File: src/hdl/dac_link_pkg.sv
// constants and types shared by the serial load front end
package dac_link_pkg;

	// frame geometry
	localparam int unsigned WORD_BITS_DEF = 32;
	localparam int unsigned BIT_CNT_W     = 6;
	localparam logic [5:0]  BIT_CNT_RST   = 6'h00;

	// pin synchroniser layout
	localparam int unsigned PIN_COUNT     = 5;
	localparam int unsigned PIN_FRAME     = 0;
	localparam int unsigned PIN_SCLK      = 1;
	localparam int unsigned PIN_DIN       = 2;
	localparam int unsigned PIN_LOAD      = 3;
	localparam int unsigned PIN_CLEAR     = 4;
	localparam logic [4:0]  PIN_RST       = 5'h1B;

	// two-entry buffer
	localparam int unsigned BUF_DEPTH     = 2;
	localparam logic [1:0]  BUF_CNT_RST   = 2'h0;

	// clear-code setting values
	typedef enum logic [1:0] {
		CLEAR_ZERO = 2'h0,
		CLEAR_MID  = 2'h1,
		CLEAR_FULL = 2'h2
	} clear_code_type;
	localparam clear_code_type CLEAR_CODE_RST = CLEAR_ZERO;

	// reference selection
	localparam logic REF_EXTERNAL = 1'b0;
	localparam logic REF_INTERNAL = 1'b1;
	localparam logic REF_SEL_RST  = REF_EXTERNAL;

	// frame state machine, one-hot
	typedef enum logic [2:0] {
		ST_IDLE  = 3'h1,
		ST_SHIFT = 3'h2,
		ST_HOLD  = 3'h4
	} frame_state_type;
	localparam frame_state_type FRAME_ST_RST = ST_IDLE;

endpackage

File: src/hdl/word_buffer.sv
// two-entry word buffer with valid and ready on both sides
`timescale 1ns/1ps
module word_buffer
	import dac_link_pkg::*;
#(
	parameter int unsigned WIDTH = WORD_BITS_DEF
) (
	input  wire logic             clock_i,
	input  wire logic             rst_n_i,
	input  wire logic [WIDTH-1:0] in_data_i,
	input  wire logic             in_valid_i,
	output logic                  in_ready_o,
	output logic      [WIDTH-1:0] out_data_o,
	output logic                  out_valid_o,
	input  wire logic             out_ready_i
);

	// a zero-width buffer cannot carry a word
	if (WIDTH < 1) begin : g_bad_width
		$error("word_buffer width must be at least one");
	end

	logic [WIDTH-1:0] head_q;
	logic [WIDTH-1:0] tail_q;
	logic [1:0]       count_q;
	logic [1:0]       count_d;
	logic             push;
	logic             pop;

	// handshake decode
	assign push        = in_valid_i & (count_q != 2'(BUF_DEPTH));
	assign pop         = out_valid_o & out_ready_i;
	assign in_ready_o  = count_q != 2'(BUF_DEPTH);
	assign out_data_o  = head_q;
	assign count_d     = 2'(count_q + {1'b0, push} - {1'b0, pop});

	// occupancy and flopped valid
	always_ff @(posedge clock_i or negedge rst_n_i) begin
		if (!rst_n_i) begin
			count_q     <= BUF_CNT_RST;
			out_valid_o <= 1'b0;
		end else begin
			count_q     <= count_d;
			out_valid_o <= count_d != BUF_CNT_RST;
		end
	end

	// head always holds the oldest word
	always_ff @(posedge clock_i) begin
		if (push && (count_q == 2'h0 || (count_q == 2'h1 && pop))) begin
			head_q <= in_data_i;
		end else if (pop) begin
			head_q <= tail_q;
		end
		if (push && (count_q == 2'h2 || (count_q == 2'h1 && !pop))) begin
			tail_q <= in_data_i;
		end
	end

endmodule

File: src/hdl/dac_serial_load.sv
// serial frame capture, load strobe and clear control of the octal dac front end
`timescale 1ns/1ps
module dac_serial_load
	import dac_link_pkg::*;
#(
	parameter int unsigned WORD_BITS = WORD_BITS_DEF
) (
	input  wire logic                 clock_i,
	input  wire logic                 rst_n_i,
	input  wire logic                 frame_sel_n_i,
	input  wire logic                 sclk_i,
	input  wire logic                 din_i,
	input  wire logic                 load_strobe_n_i,
	input  wire logic                 async_clear_n_i,
	input  wire logic                 clear_code_wr_i,
	input  wire logic [1:0]           clear_code_i,
	input  wire logic                 ref_sel_wr_i,
	input  wire logic                 ref_sel_i,
	output logic      [WORD_BITS-1:0] word_o,
	output logic                      word_valid_o,
	input  wire logic                 word_ready_i,
	output logic                      frame_active_o,
	output logic                      load_xfer_o,
	output logic                      clear_xfer_o,
	output logic      [1:0]           clear_code_o,
	output logic                      ref_pin_oe_o
);

	// only the documented frame length is served, and the bit counter must reach it
	if (WORD_BITS != WORD_BITS_DEF) begin : g_bad_length
		$error("frame length must be 32 bits");
	end
	if (WORD_BITS >= (1 << BIT_CNT_W)) begin : g_bad_count
		$error("bit counter too narrow for the frame");
	end

	////////////////////////////////////////////////////////////////////////////////
	// pin synchronisers

	logic [PIN_COUNT-1:0] pins;
	logic [PIN_COUNT-1:0] s1_q;
	logic [PIN_COUNT-1:0] s2_q;
	logic [PIN_COUNT-1:0] s3_q;
	logic [PIN_COUNT-1:0] filt_q;
	logic [PIN_COUNT-1:0] filt_d;
	logic [PIN_COUNT-1:0] fall;
	logic [PIN_COUNT-1:0] rise;

	assign pins = {async_clear_n_i, load_strobe_n_i, din_i, sclk_i, frame_sel_n_i};

	// three synchroniser flops and a filter flop per pin, change taken once stages two and three agree
	genvar gi;
	generate
		for (gi = 0; gi < PIN_COUNT; gi++) begin : g_pin
			assign filt_d[gi] = (s2_q[gi] == s3_q[gi]) ? s3_q[gi] : filt_q[gi];
			assign fall[gi]   = filt_q[gi] & ~filt_d[gi];
			assign rise[gi]   = ~filt_q[gi] & filt_d[gi];
			// stages reset to the pin's idle level, so release makes no false edge
			always_ff @(posedge clock_i or negedge rst_n_i) begin
				if (!rst_n_i) begin
					s1_q[gi]   <= PIN_RST[gi];
					s2_q[gi]   <= PIN_RST[gi];
					s3_q[gi]   <= PIN_RST[gi];
					filt_q[gi] <= PIN_RST[gi];
				end else begin
					s1_q[gi]   <= pins[gi];
					s2_q[gi]   <= s1_q[gi];
					s3_q[gi]   <= s2_q[gi];
					filt_q[gi] <= filt_d[gi];
				end
			end
		end
	endgenerate

	////////////////////////////////////////////////////////////////////////////////
	// frame capture

	frame_state_type      state_q;
	frame_state_type      state_d;
	logic [WORD_BITS-1:0] shift_q;
	logic [BIT_CNT_W-1:0] bit_cnt_q;
	logic                 buf_ready;
	logic                 push_word;
	logic                 bit_take;
	logic                 last_bit;
	logic                 frame_open;
	logic                 frame_abort;

	// frame events: open, abort, taken bit, last bit and hand-over
	// a select fall met in HOLD is dropped, so the decoder must keep draining
	assign frame_open  = fall[PIN_FRAME];
	assign frame_abort = rise[PIN_FRAME];
	assign bit_take    = (state_q == ST_SHIFT) & fall[PIN_SCLK]
		& ~frame_abort;
	assign last_bit    = bit_take & (bit_cnt_q == BIT_CNT_W'(WORD_BITS - 1));
	assign push_word   = (state_q == ST_HOLD) & buf_ready;

	// next state of the frame sequencer
	always_comb begin
		state_d = state_q;
		unique case (state_q)
			ST_IDLE: begin
				if (frame_open) begin
					state_d = ST_SHIFT;
				end
			end
			ST_SHIFT: begin
				if (frame_abort) begin
					state_d = ST_IDLE;
				end else if (last_bit) begin
					state_d = ST_HOLD;
				end
			end
			ST_HOLD: begin
				if (buf_ready) begin
					state_d = ST_IDLE;
				end
			end
			// a corrupted one-hot code falls back to waiting for a frame
			default: begin
				state_d = ST_IDLE;
			end
		endcase
	end

	// sequencer state and bit count
	always_ff @(posedge clock_i or negedge rst_n_i) begin
		if (!rst_n_i) begin
			state_q        <= FRAME_ST_RST;
			bit_cnt_q      <= BIT_CNT_RST;
			frame_active_o <= 1'b0;
		end else begin
			state_q        <= state_d;
			frame_active_o <= state_d == ST_SHIFT;
			if (state_q == ST_IDLE) begin
				bit_cnt_q <= BIT_CNT_RST;
			end else if (bit_take) begin
				bit_cnt_q <= BIT_CNT_W'(bit_cnt_q + 1'b1);
			end
		end
	end

	// msb-first shift register, only moves on a taken bit
	always_ff @(posedge clock_i or negedge rst_n_i) begin
		if (!rst_n_i) begin
			shift_q <= '0;
		end else if (bit_take) begin
			shift_q <= {shift_q[WORD_BITS-2:0], filt_q[PIN_DIN]};
		end
	end

	// completed words wait here for the command decoder
	word_buffer #(
		.WIDTH       (WORD_BITS)
	) u_buffer (
		.clock_i     (clock_i),
		.rst_n_i     (rst_n_i),
		.in_data_i   (shift_q),
		.in_valid_i  (push_word),
		.in_ready_o  (buf_ready),
		.out_data_o  (word_o),
		.out_valid_o (word_valid_o),
		.out_ready_i (word_ready_i)
	);

	////////////////////////////////////////////////////////////////////////////////
	// load strobe, clear and settings

	logic clear_low;
	logic load_evt;
	logic word_taken;

	// the clear's own falling cycle blocks a load as well
	// a strobe held low turns each word taken by the decoder into a transfer
	assign clear_low  = ~filt_q[PIN_CLEAR] | fall[PIN_CLEAR];
	assign word_taken = word_valid_o & word_ready_i;
	assign load_evt   = fall[PIN_LOAD]
		| (~filt_q[PIN_LOAD] & word_taken);

	// one-cycle transfer pulses
	always_ff @(posedge clock_i or negedge rst_n_i) begin
		if (!rst_n_i) begin
			load_xfer_o  <= 1'b0;
			clear_xfer_o <= 1'b0;
		end else begin
			load_xfer_o  <= load_evt & ~clear_low;
			clear_xfer_o <= fall[PIN_CLEAR];
		end
	end

	// clear code and reference selection
	always_ff @(posedge clock_i or negedge rst_n_i) begin
		if (!rst_n_i) begin
			clear_code_o <= CLEAR_CODE_RST;
			ref_pin_oe_o <= REF_SEL_RST;
		end else begin
			// writes come as one-cycle pulses from the command decoder
			if (clear_code_wr_i) begin
				clear_code_o <= clear_code_i;
			end
			if (ref_sel_wr_i) begin
				ref_pin_oe_o <= ref_sel_i;
			end
		end
	end

endmodule

File: config.mk
export PLATFORM = sky130hd
export DESIGN_NAME = dac_serial_load
export DESIGN_NICKNAME = d
export VERILOG_FILES = /design/src/hdl/dac_link_pkg.sv /design/src/hdl/word_buffer.sv /design/src/hdl/dac_serial_load.sv
export SDC_FILE = /design/constraint.sdc
export NUM_CORES = 1
export LEC_CHECK = 0
export ABC_AREA = 1
export BUFFER_PORTS_ARGS = -buffer_cell sky130_fd_sc_hd__buf_2
export CORE_MARGIN = 1.5
export CORE_UTILIZATION = 45
export CTS_CLUSTER_DIAMETER = 120
export DETAILED_ROUTE_END_ITERATION = 8
export PLACE_DENSITY = 0.73
export SYNTH_ARGS = -nofsm -noshare
export SYNTH_HDL_FRONTEND = slang
export SYNTH_HIERARCHICAL = 1
export SYNTH_SLANG_ARGS = --single-unit
File: constraint.sdc
create_clock -name clock_i -period 2.53 [get_ports clock_i]
set_input_delay 0 -clock clock_i [delete_from_list [all_inputs] [get_ports clock_i]]
set_output_delay 0 -clock clock_i [all_outputs]
set_load 0.1 [all_outputs]
---- Word level (Yosys, flattened, before mapping) ----
Index checks and enable logic that the tools add are counted.
storage, ports and cells
  register bits ........................... 134
  bits of input ports ..................... 13
  output and inout port bits .............. 39
  logic and storage cells ................. 96
cells by class
  add/sub/neg operators ................... 3
  equality and inequality tests ........... 13
  multiplexer cells ....................... 13
  bitwise operators ....................... 24
  reductions and logical operators ........ 11
operators with widths
  cell                                           number
  2-to-1 mux 32 bit                              2
  AND 1 bit                                      13
  2-to-1 mux 3 bit                               4
  2-to-1 mux 6 bit                               2
  NOT 1 bit                                      9
  one-hot mux 3 bit (3 select lines)             1
  adder 6 x 1 -> 6 bit, second input constant    1
  == test 3 x 2 -> 1 bit, second input constant  2
  == test 6 x 5 -> 1 bit, second input constant  1
  nonzero test 2 bit                             3
  == test 1 bit                                  5
  logical AND 1 bit                              4
  2-to-1 mux 1 bit                               4
  == test 3 x 1 -> 1 bit, second input constant  1
  == test 3 bit, second input constant           1
  adder 2 x 1 -> 2 bit                           1
  == test 2 x 1 -> 1 bit, second input constant  1
  == test 2 bit, second input constant           1
  logical NOT 2 bit                              1
  logical OR 1 bit                               2
  != test 2 bit, second input constant           1
  OR 1 bit                                       2
  subtractor 2 x 1 -> 2 bit                      1
  logical NOT 1 bit                              1

---- Longest topological paths before layout ----
  depth in word-level cells ............... 11
  gate-level depth with buffers ........... 14
  depth with buffers taken out ............ 14

---- Cells and area by module ----
The synthesis kept the hierarchy.
modules (own cells, without submodules)
  module           instances  cells each  area each (sq um)  sequential area each (sq um)
  word_buffer      1          195         2673.8             1996.9
  dac_serial_load  1          251         2593.7             1697.9

---- Least setup slack after synthesis ----
Ideal clock, no wire load.
  path type ............................... reg2reg
  from .................................... register u_buffer.out_valid_o
  to ...................................... register u_buffer.tail_q[0] (enable)
  library setup time ...................... 421 ps
  arrival time ............................ 2427 ps
  required time ........................... 2109 ps
  setup slack ............................. -318 ps
  stages on the path, launching flop included .. 4
  buffers on the path ..................... 0
  clock period less this slack ............ 2848 ps
  cell sequence ........................... dfrtp_1 nand2_2 nand2_2 nor2_1
on the way
  word-level cells in the longest chain between the ends .. 5
RTL lines
  what                    RTL line           text
  from (decl)             word_buffer.sv:14  output logic out_valid_o,
  from (signal assigned)  word_buffer.sv:41  out_valid_o <= 1'b0;
  from (signal assigned)  word_buffer.sv:44  out_valid_o <= count_d != BUF_CNT_RST;
  AND 1 bit               word_buffer.sv:32  assign pop = out_valid_o & out_ready_i;
  logical NOT 1 bit       word_buffer.sv:55  if (push && (count_q == 2'h2 || (count_q == 2'h1 && !pop))) begin
  logical AND 1 bit       word_buffer.sv:55
  logical OR 1 bit        word_buffer.sv:55
  logical AND 1 bit       word_buffer.sv:55
  to (signal assigned)    word_buffer.sv:56  tail_q <= in_data_i;
  to (decl)               word_buffer.sv:24  logic [WIDTH-1:0] tail_q;
Every way passes these cells.
A chain may end at the register's enable or synchronous reset.

---- Final worst setup path ----
  from .................................... register u_buffer.count_q[0]
  to ...................................... register u_buffer.head_q[2] (netlist: u_buffer/out_data_o[2]) (data pin)
on the way
  word-level cells in the longest chain between the ends .. 5
  elaborated cells on any way between the ends .. 9
  classes of those cells .................. 2 x eq/ne; 1 x mux; 2 x bitwise; 4 x reduce/logical
RTL lines
  what                    RTL line               text
  from (decl)             word_buffer.sv:25      logic [1:0] count_q;
  from (signal assigned)  word_buffer.sv:43      count_q <= count_d;
  != test 2 bit           word_buffer.sv:33      assign in_ready_o = count_q != 2'(BUF_DEPTH);
  via buf_ready           dac_serial_load.sv:82  logic buf_ready;
  AND 1 bit               dac_serial_load.sv:96  assign push_word = (state_q == ST_HOLD) & buf_ready;
  via push_word           dac_serial_load.sv:83  logic push_word;
  AND 1 bit               word_buffer.sv:31      assign push = in_valid_i & (count_q != 2'(BUF_DEPTH));
  logical AND 1 bit       word_buffer.sv:50      if (push && (count_q == 2'h0 || (count_q == 2'h1 && pop))) begin
  2-to-1 mux 32 bit       word_buffer.sv:50
  to (signal assigned)    word_buffer.sv:51      head_q <= in_data_i;
  to (signal assigned)    word_buffer.sv:53      head_q <= tail_q;
  to (decl)               word_buffer.sv:23      logic [WIDTH-1:0] head_q;
The timed path passes the listed nets, and every way through them passes these cells.

==> reports/metrics.cfg <==
[routing]
drt_pass1_iterations=7
wl_per_cell_um=12.73
vias=3223
wl_um=8583
ant_nets=0
first_iter_violations=184
viasPerCell=4.782
drc_errors=0

[setup_path]
r2r_end=u_buffer/out_data_o[2]
worstSetupPathType=reg -> reg
slowest_delay_ns=0.59
crit_arrival_ns=2.17
reg2regPathDepth=8
r2r_slack_ns=0.61
r2r_start=u_buffer/count_q[0]
crit_chain=inv_1, nand2_1, nand4_1, inv_1, nand3_2, buf_4, nand2_1, o21ai_2
worst_path_max_delay_cell=buf_4
crit_family=buffers and inverters
crit_required_ns=2.78
path_buf_inv=3
critical_path.startpoint_type=flop
critPathMaxFanout=64
cp-end-kind=flop

[pwr]
leakagePower_nw=2.810
pwr_density_cell_nw_per_um2=935.1
peakVddDrop_uv=552.9

[synthesis]
yosysTopAreaCellShare=0.3648
syn_area_per_cell_um2=11.81
async_flop_share=0.5224
synth.most_common_cell=nand2_1
ys.flop_type=edfxtp_1
seq_area_frac_synth=0.7014
synth_common_cells=nand2_1 (158), edfxtp_1 (64), dfrtp_1 (53), inv_1 (49), o21ai_2 (23)
synth_cells=446
yosys.area.top_type=edfxtp_1
yosysWarningCount=6
synth.ff_latch_count=134
synth_cell_types=29
synth_area_leaders=edfxtp_1 (36%), dfrtp_1 (25%), nand2_1 (11%)
syn-cell-area_um2=5268
synth_fp_nets=461
synth_edf_count=64

[cts]
cts_resized=0
tritoncts=built
cts_max_level=4
cts_root_buf=clkbuf_16
holdBufCountCts=13
cts.clk_slew.worst_paths_ns=0.06
insertion_delay_ns=0.41
post-cts-setup-buffers=0
clock_path_buffers=2
clock-sinks=134
cts_made_buffers=17

[run]
maxCapViolCount=0

[grt]
grt_pass1_wl_um=14660
overflow=0
antenna_found_initial=0
grt_pass1_vias=3178
grt_max_degree=71
grt_use_total=0.1496

[final_layout]
drive_above_1_share=0.2561
num-fill-cells=951
multi_input_area_um2=1255
fin_nets=534
seq_area_um2=3695
num_antenna_cells=0
syn_to_final_growth_pct=19.10

[timing]
rsz0062_at_grt=false
setup_violations=0
fin_crit_sh=0.7605
fin_skew_ns=0.008949
whs_ns=0.2332
slew_viol_final=0
tns_ns=0
min_period_ns=1.924
max_slew_margin=0.4128
hold_viol_final=0
clock.fmax_mhz=519.7
worst_pin_slew_ns=0.8807

[place]
portBuffers=51
place_congestion=0.6966
dp_hpwl_um=4820

[die]
rows=39
die-area_um2=12360
core-area_um2=11420
initial_core_util=0.4613
die_height_um=111.2
fp.dieW_um=111.2
io_pins=52

[worst_hold_path]
worstHoldPathType=in -> reg
min_from=frame_sel_n_i
min_to=s1_q[0]
holdPathStages=2

[status]
outcome=complete, no violations

[per-stage QoR]
stage	worst slack (ns)	utilization	instance area, µm²	power (mW)	instances
final	0.6059	0.5494	6274	5.866	674
after CTS	0.5906	0.5494	6274	5.922	674
after detailed placement	0.6310	0.4901	5597	3.619	630
after global placement	0.7179	0.4901	5597	3.599	630
after floorplan	0.1983	-	5273	3.428	446
after global routing	0.4012	0.5494	6274	6.088	674
[cells in the final DEF (no fill, tap or decap), types with 2 or more instances in the layout]
cell and count:
nand2_1 157, edfxtp_1 64, dfrtp_1 53, buf_2 50, inv_1 49, o21ai_2 23
clkbuf_16 17, dfstp_2 17, nand3_1 13, dlygate4sd3_1 13, nor2_1 10, o21ai_1 9
o21ai_0 6, nand2_2 5, clkinv_2 4, buf_4 4, maj3_1 3, nand4_1 3
a21oi_1 3, mux2_2 3, clkinvlp_4 3, clkbuf_1 3, nor2_4 2, xor2_1 2
ha_1 2, bufinv_16 2, clkinv_1 2
[worst max path at each step]
stage                                     from                 endpoint  slack [ns]  cells after the start
after floorplan           u_buffer/out_valid_o       u_buffer/tail_q[0]        0.20                      3
after global placement     u_buffer/count_q[0]  u_buffer/out_data_o[25]        0.72                      7
after detailed placement   u_buffer/count_q[0]   u_buffer/out_data_o[7]        0.63                      8
after CTS                  u_buffer/count_q[0]   u_buffer/out_data_o[3]        0.59                      8
after global routing       u_buffer/count_q[0]   u_buffer/out_data_o[3]        0.40                      8
final                      u_buffer/count_q[0]   u_buffer/out_data_o[2]        0.61                      8
[final cells by class]
class                      count  area share
inverter                      50     0.02992
multi-input combinational    249      0.2000
sequential                   134      0.5890
tap                          143     0.02852
timing repair buffer          67     0.06542
clock buffer                  20     0.06961
clock inverter                11     0.01755
[state kept, by name, summed over array words and instances, names as in the netlist]
| register | cells |
|---|---|
| u_buffer/tail_q | 32 |
| u_buffer/count_q | 2 |
| u_buffer/out_valid_o | 1 |
| filt_q | 5 |
| s3_q | 5 |
| ref_pin_oe_o | 1 |
| clear_code_o | 2 |
| load_xfer_o | 1 |
| clear_xfer_o | 1 |
| s1_q | 5 |
| frame_active_o | 1 |
| state_q | 3 |
| shift_q | 32 |
| u_buffer/out_data_o | 32 |
| s2_q | 5 |
| bit_cnt_q | 6 |
[report_power, final]
part | switching [mW] | leakage [nW] | internal (mW)
Sequential | 0.0671 | 1.56 | 2.46
Combinational | 0.902 | 0.986 | 0.167
Clock | 0.843 | 0.261 | 1.43
Total | 1.81 | 2.81 | 4.05
[logic make-up after synthesis]
kind of cell    Yosys count  synth area share
compound gates           45           0.06223
xor+xnor                  2          0.003326
fa+ha+maj                 5           0.01045
buf+inv                  63           0.06223
flops                   134            0.7014
mux                       3          0.006413
simple gates            194            0.1539
[routing by layer]
| layer | part of all wire | routed length, µm | up-vias | track usage |
|---|---|---|---|---|
| li1 | - | - | 1596 | - |
| met1 | 0.44 | 3760 | 1526 | 0.1848 |
| met2 | 0.50 | 4296 | 82 | 0.2458 |
| met3 | 0.046 | 395 | 19 | 0.04593 |
| met4 | 0.015 | 131 | 0 | 0.06076 |
| met5 | 0 | 0 | - | 0 |
No activity file was read; power rests on OpenSTA's default activity.
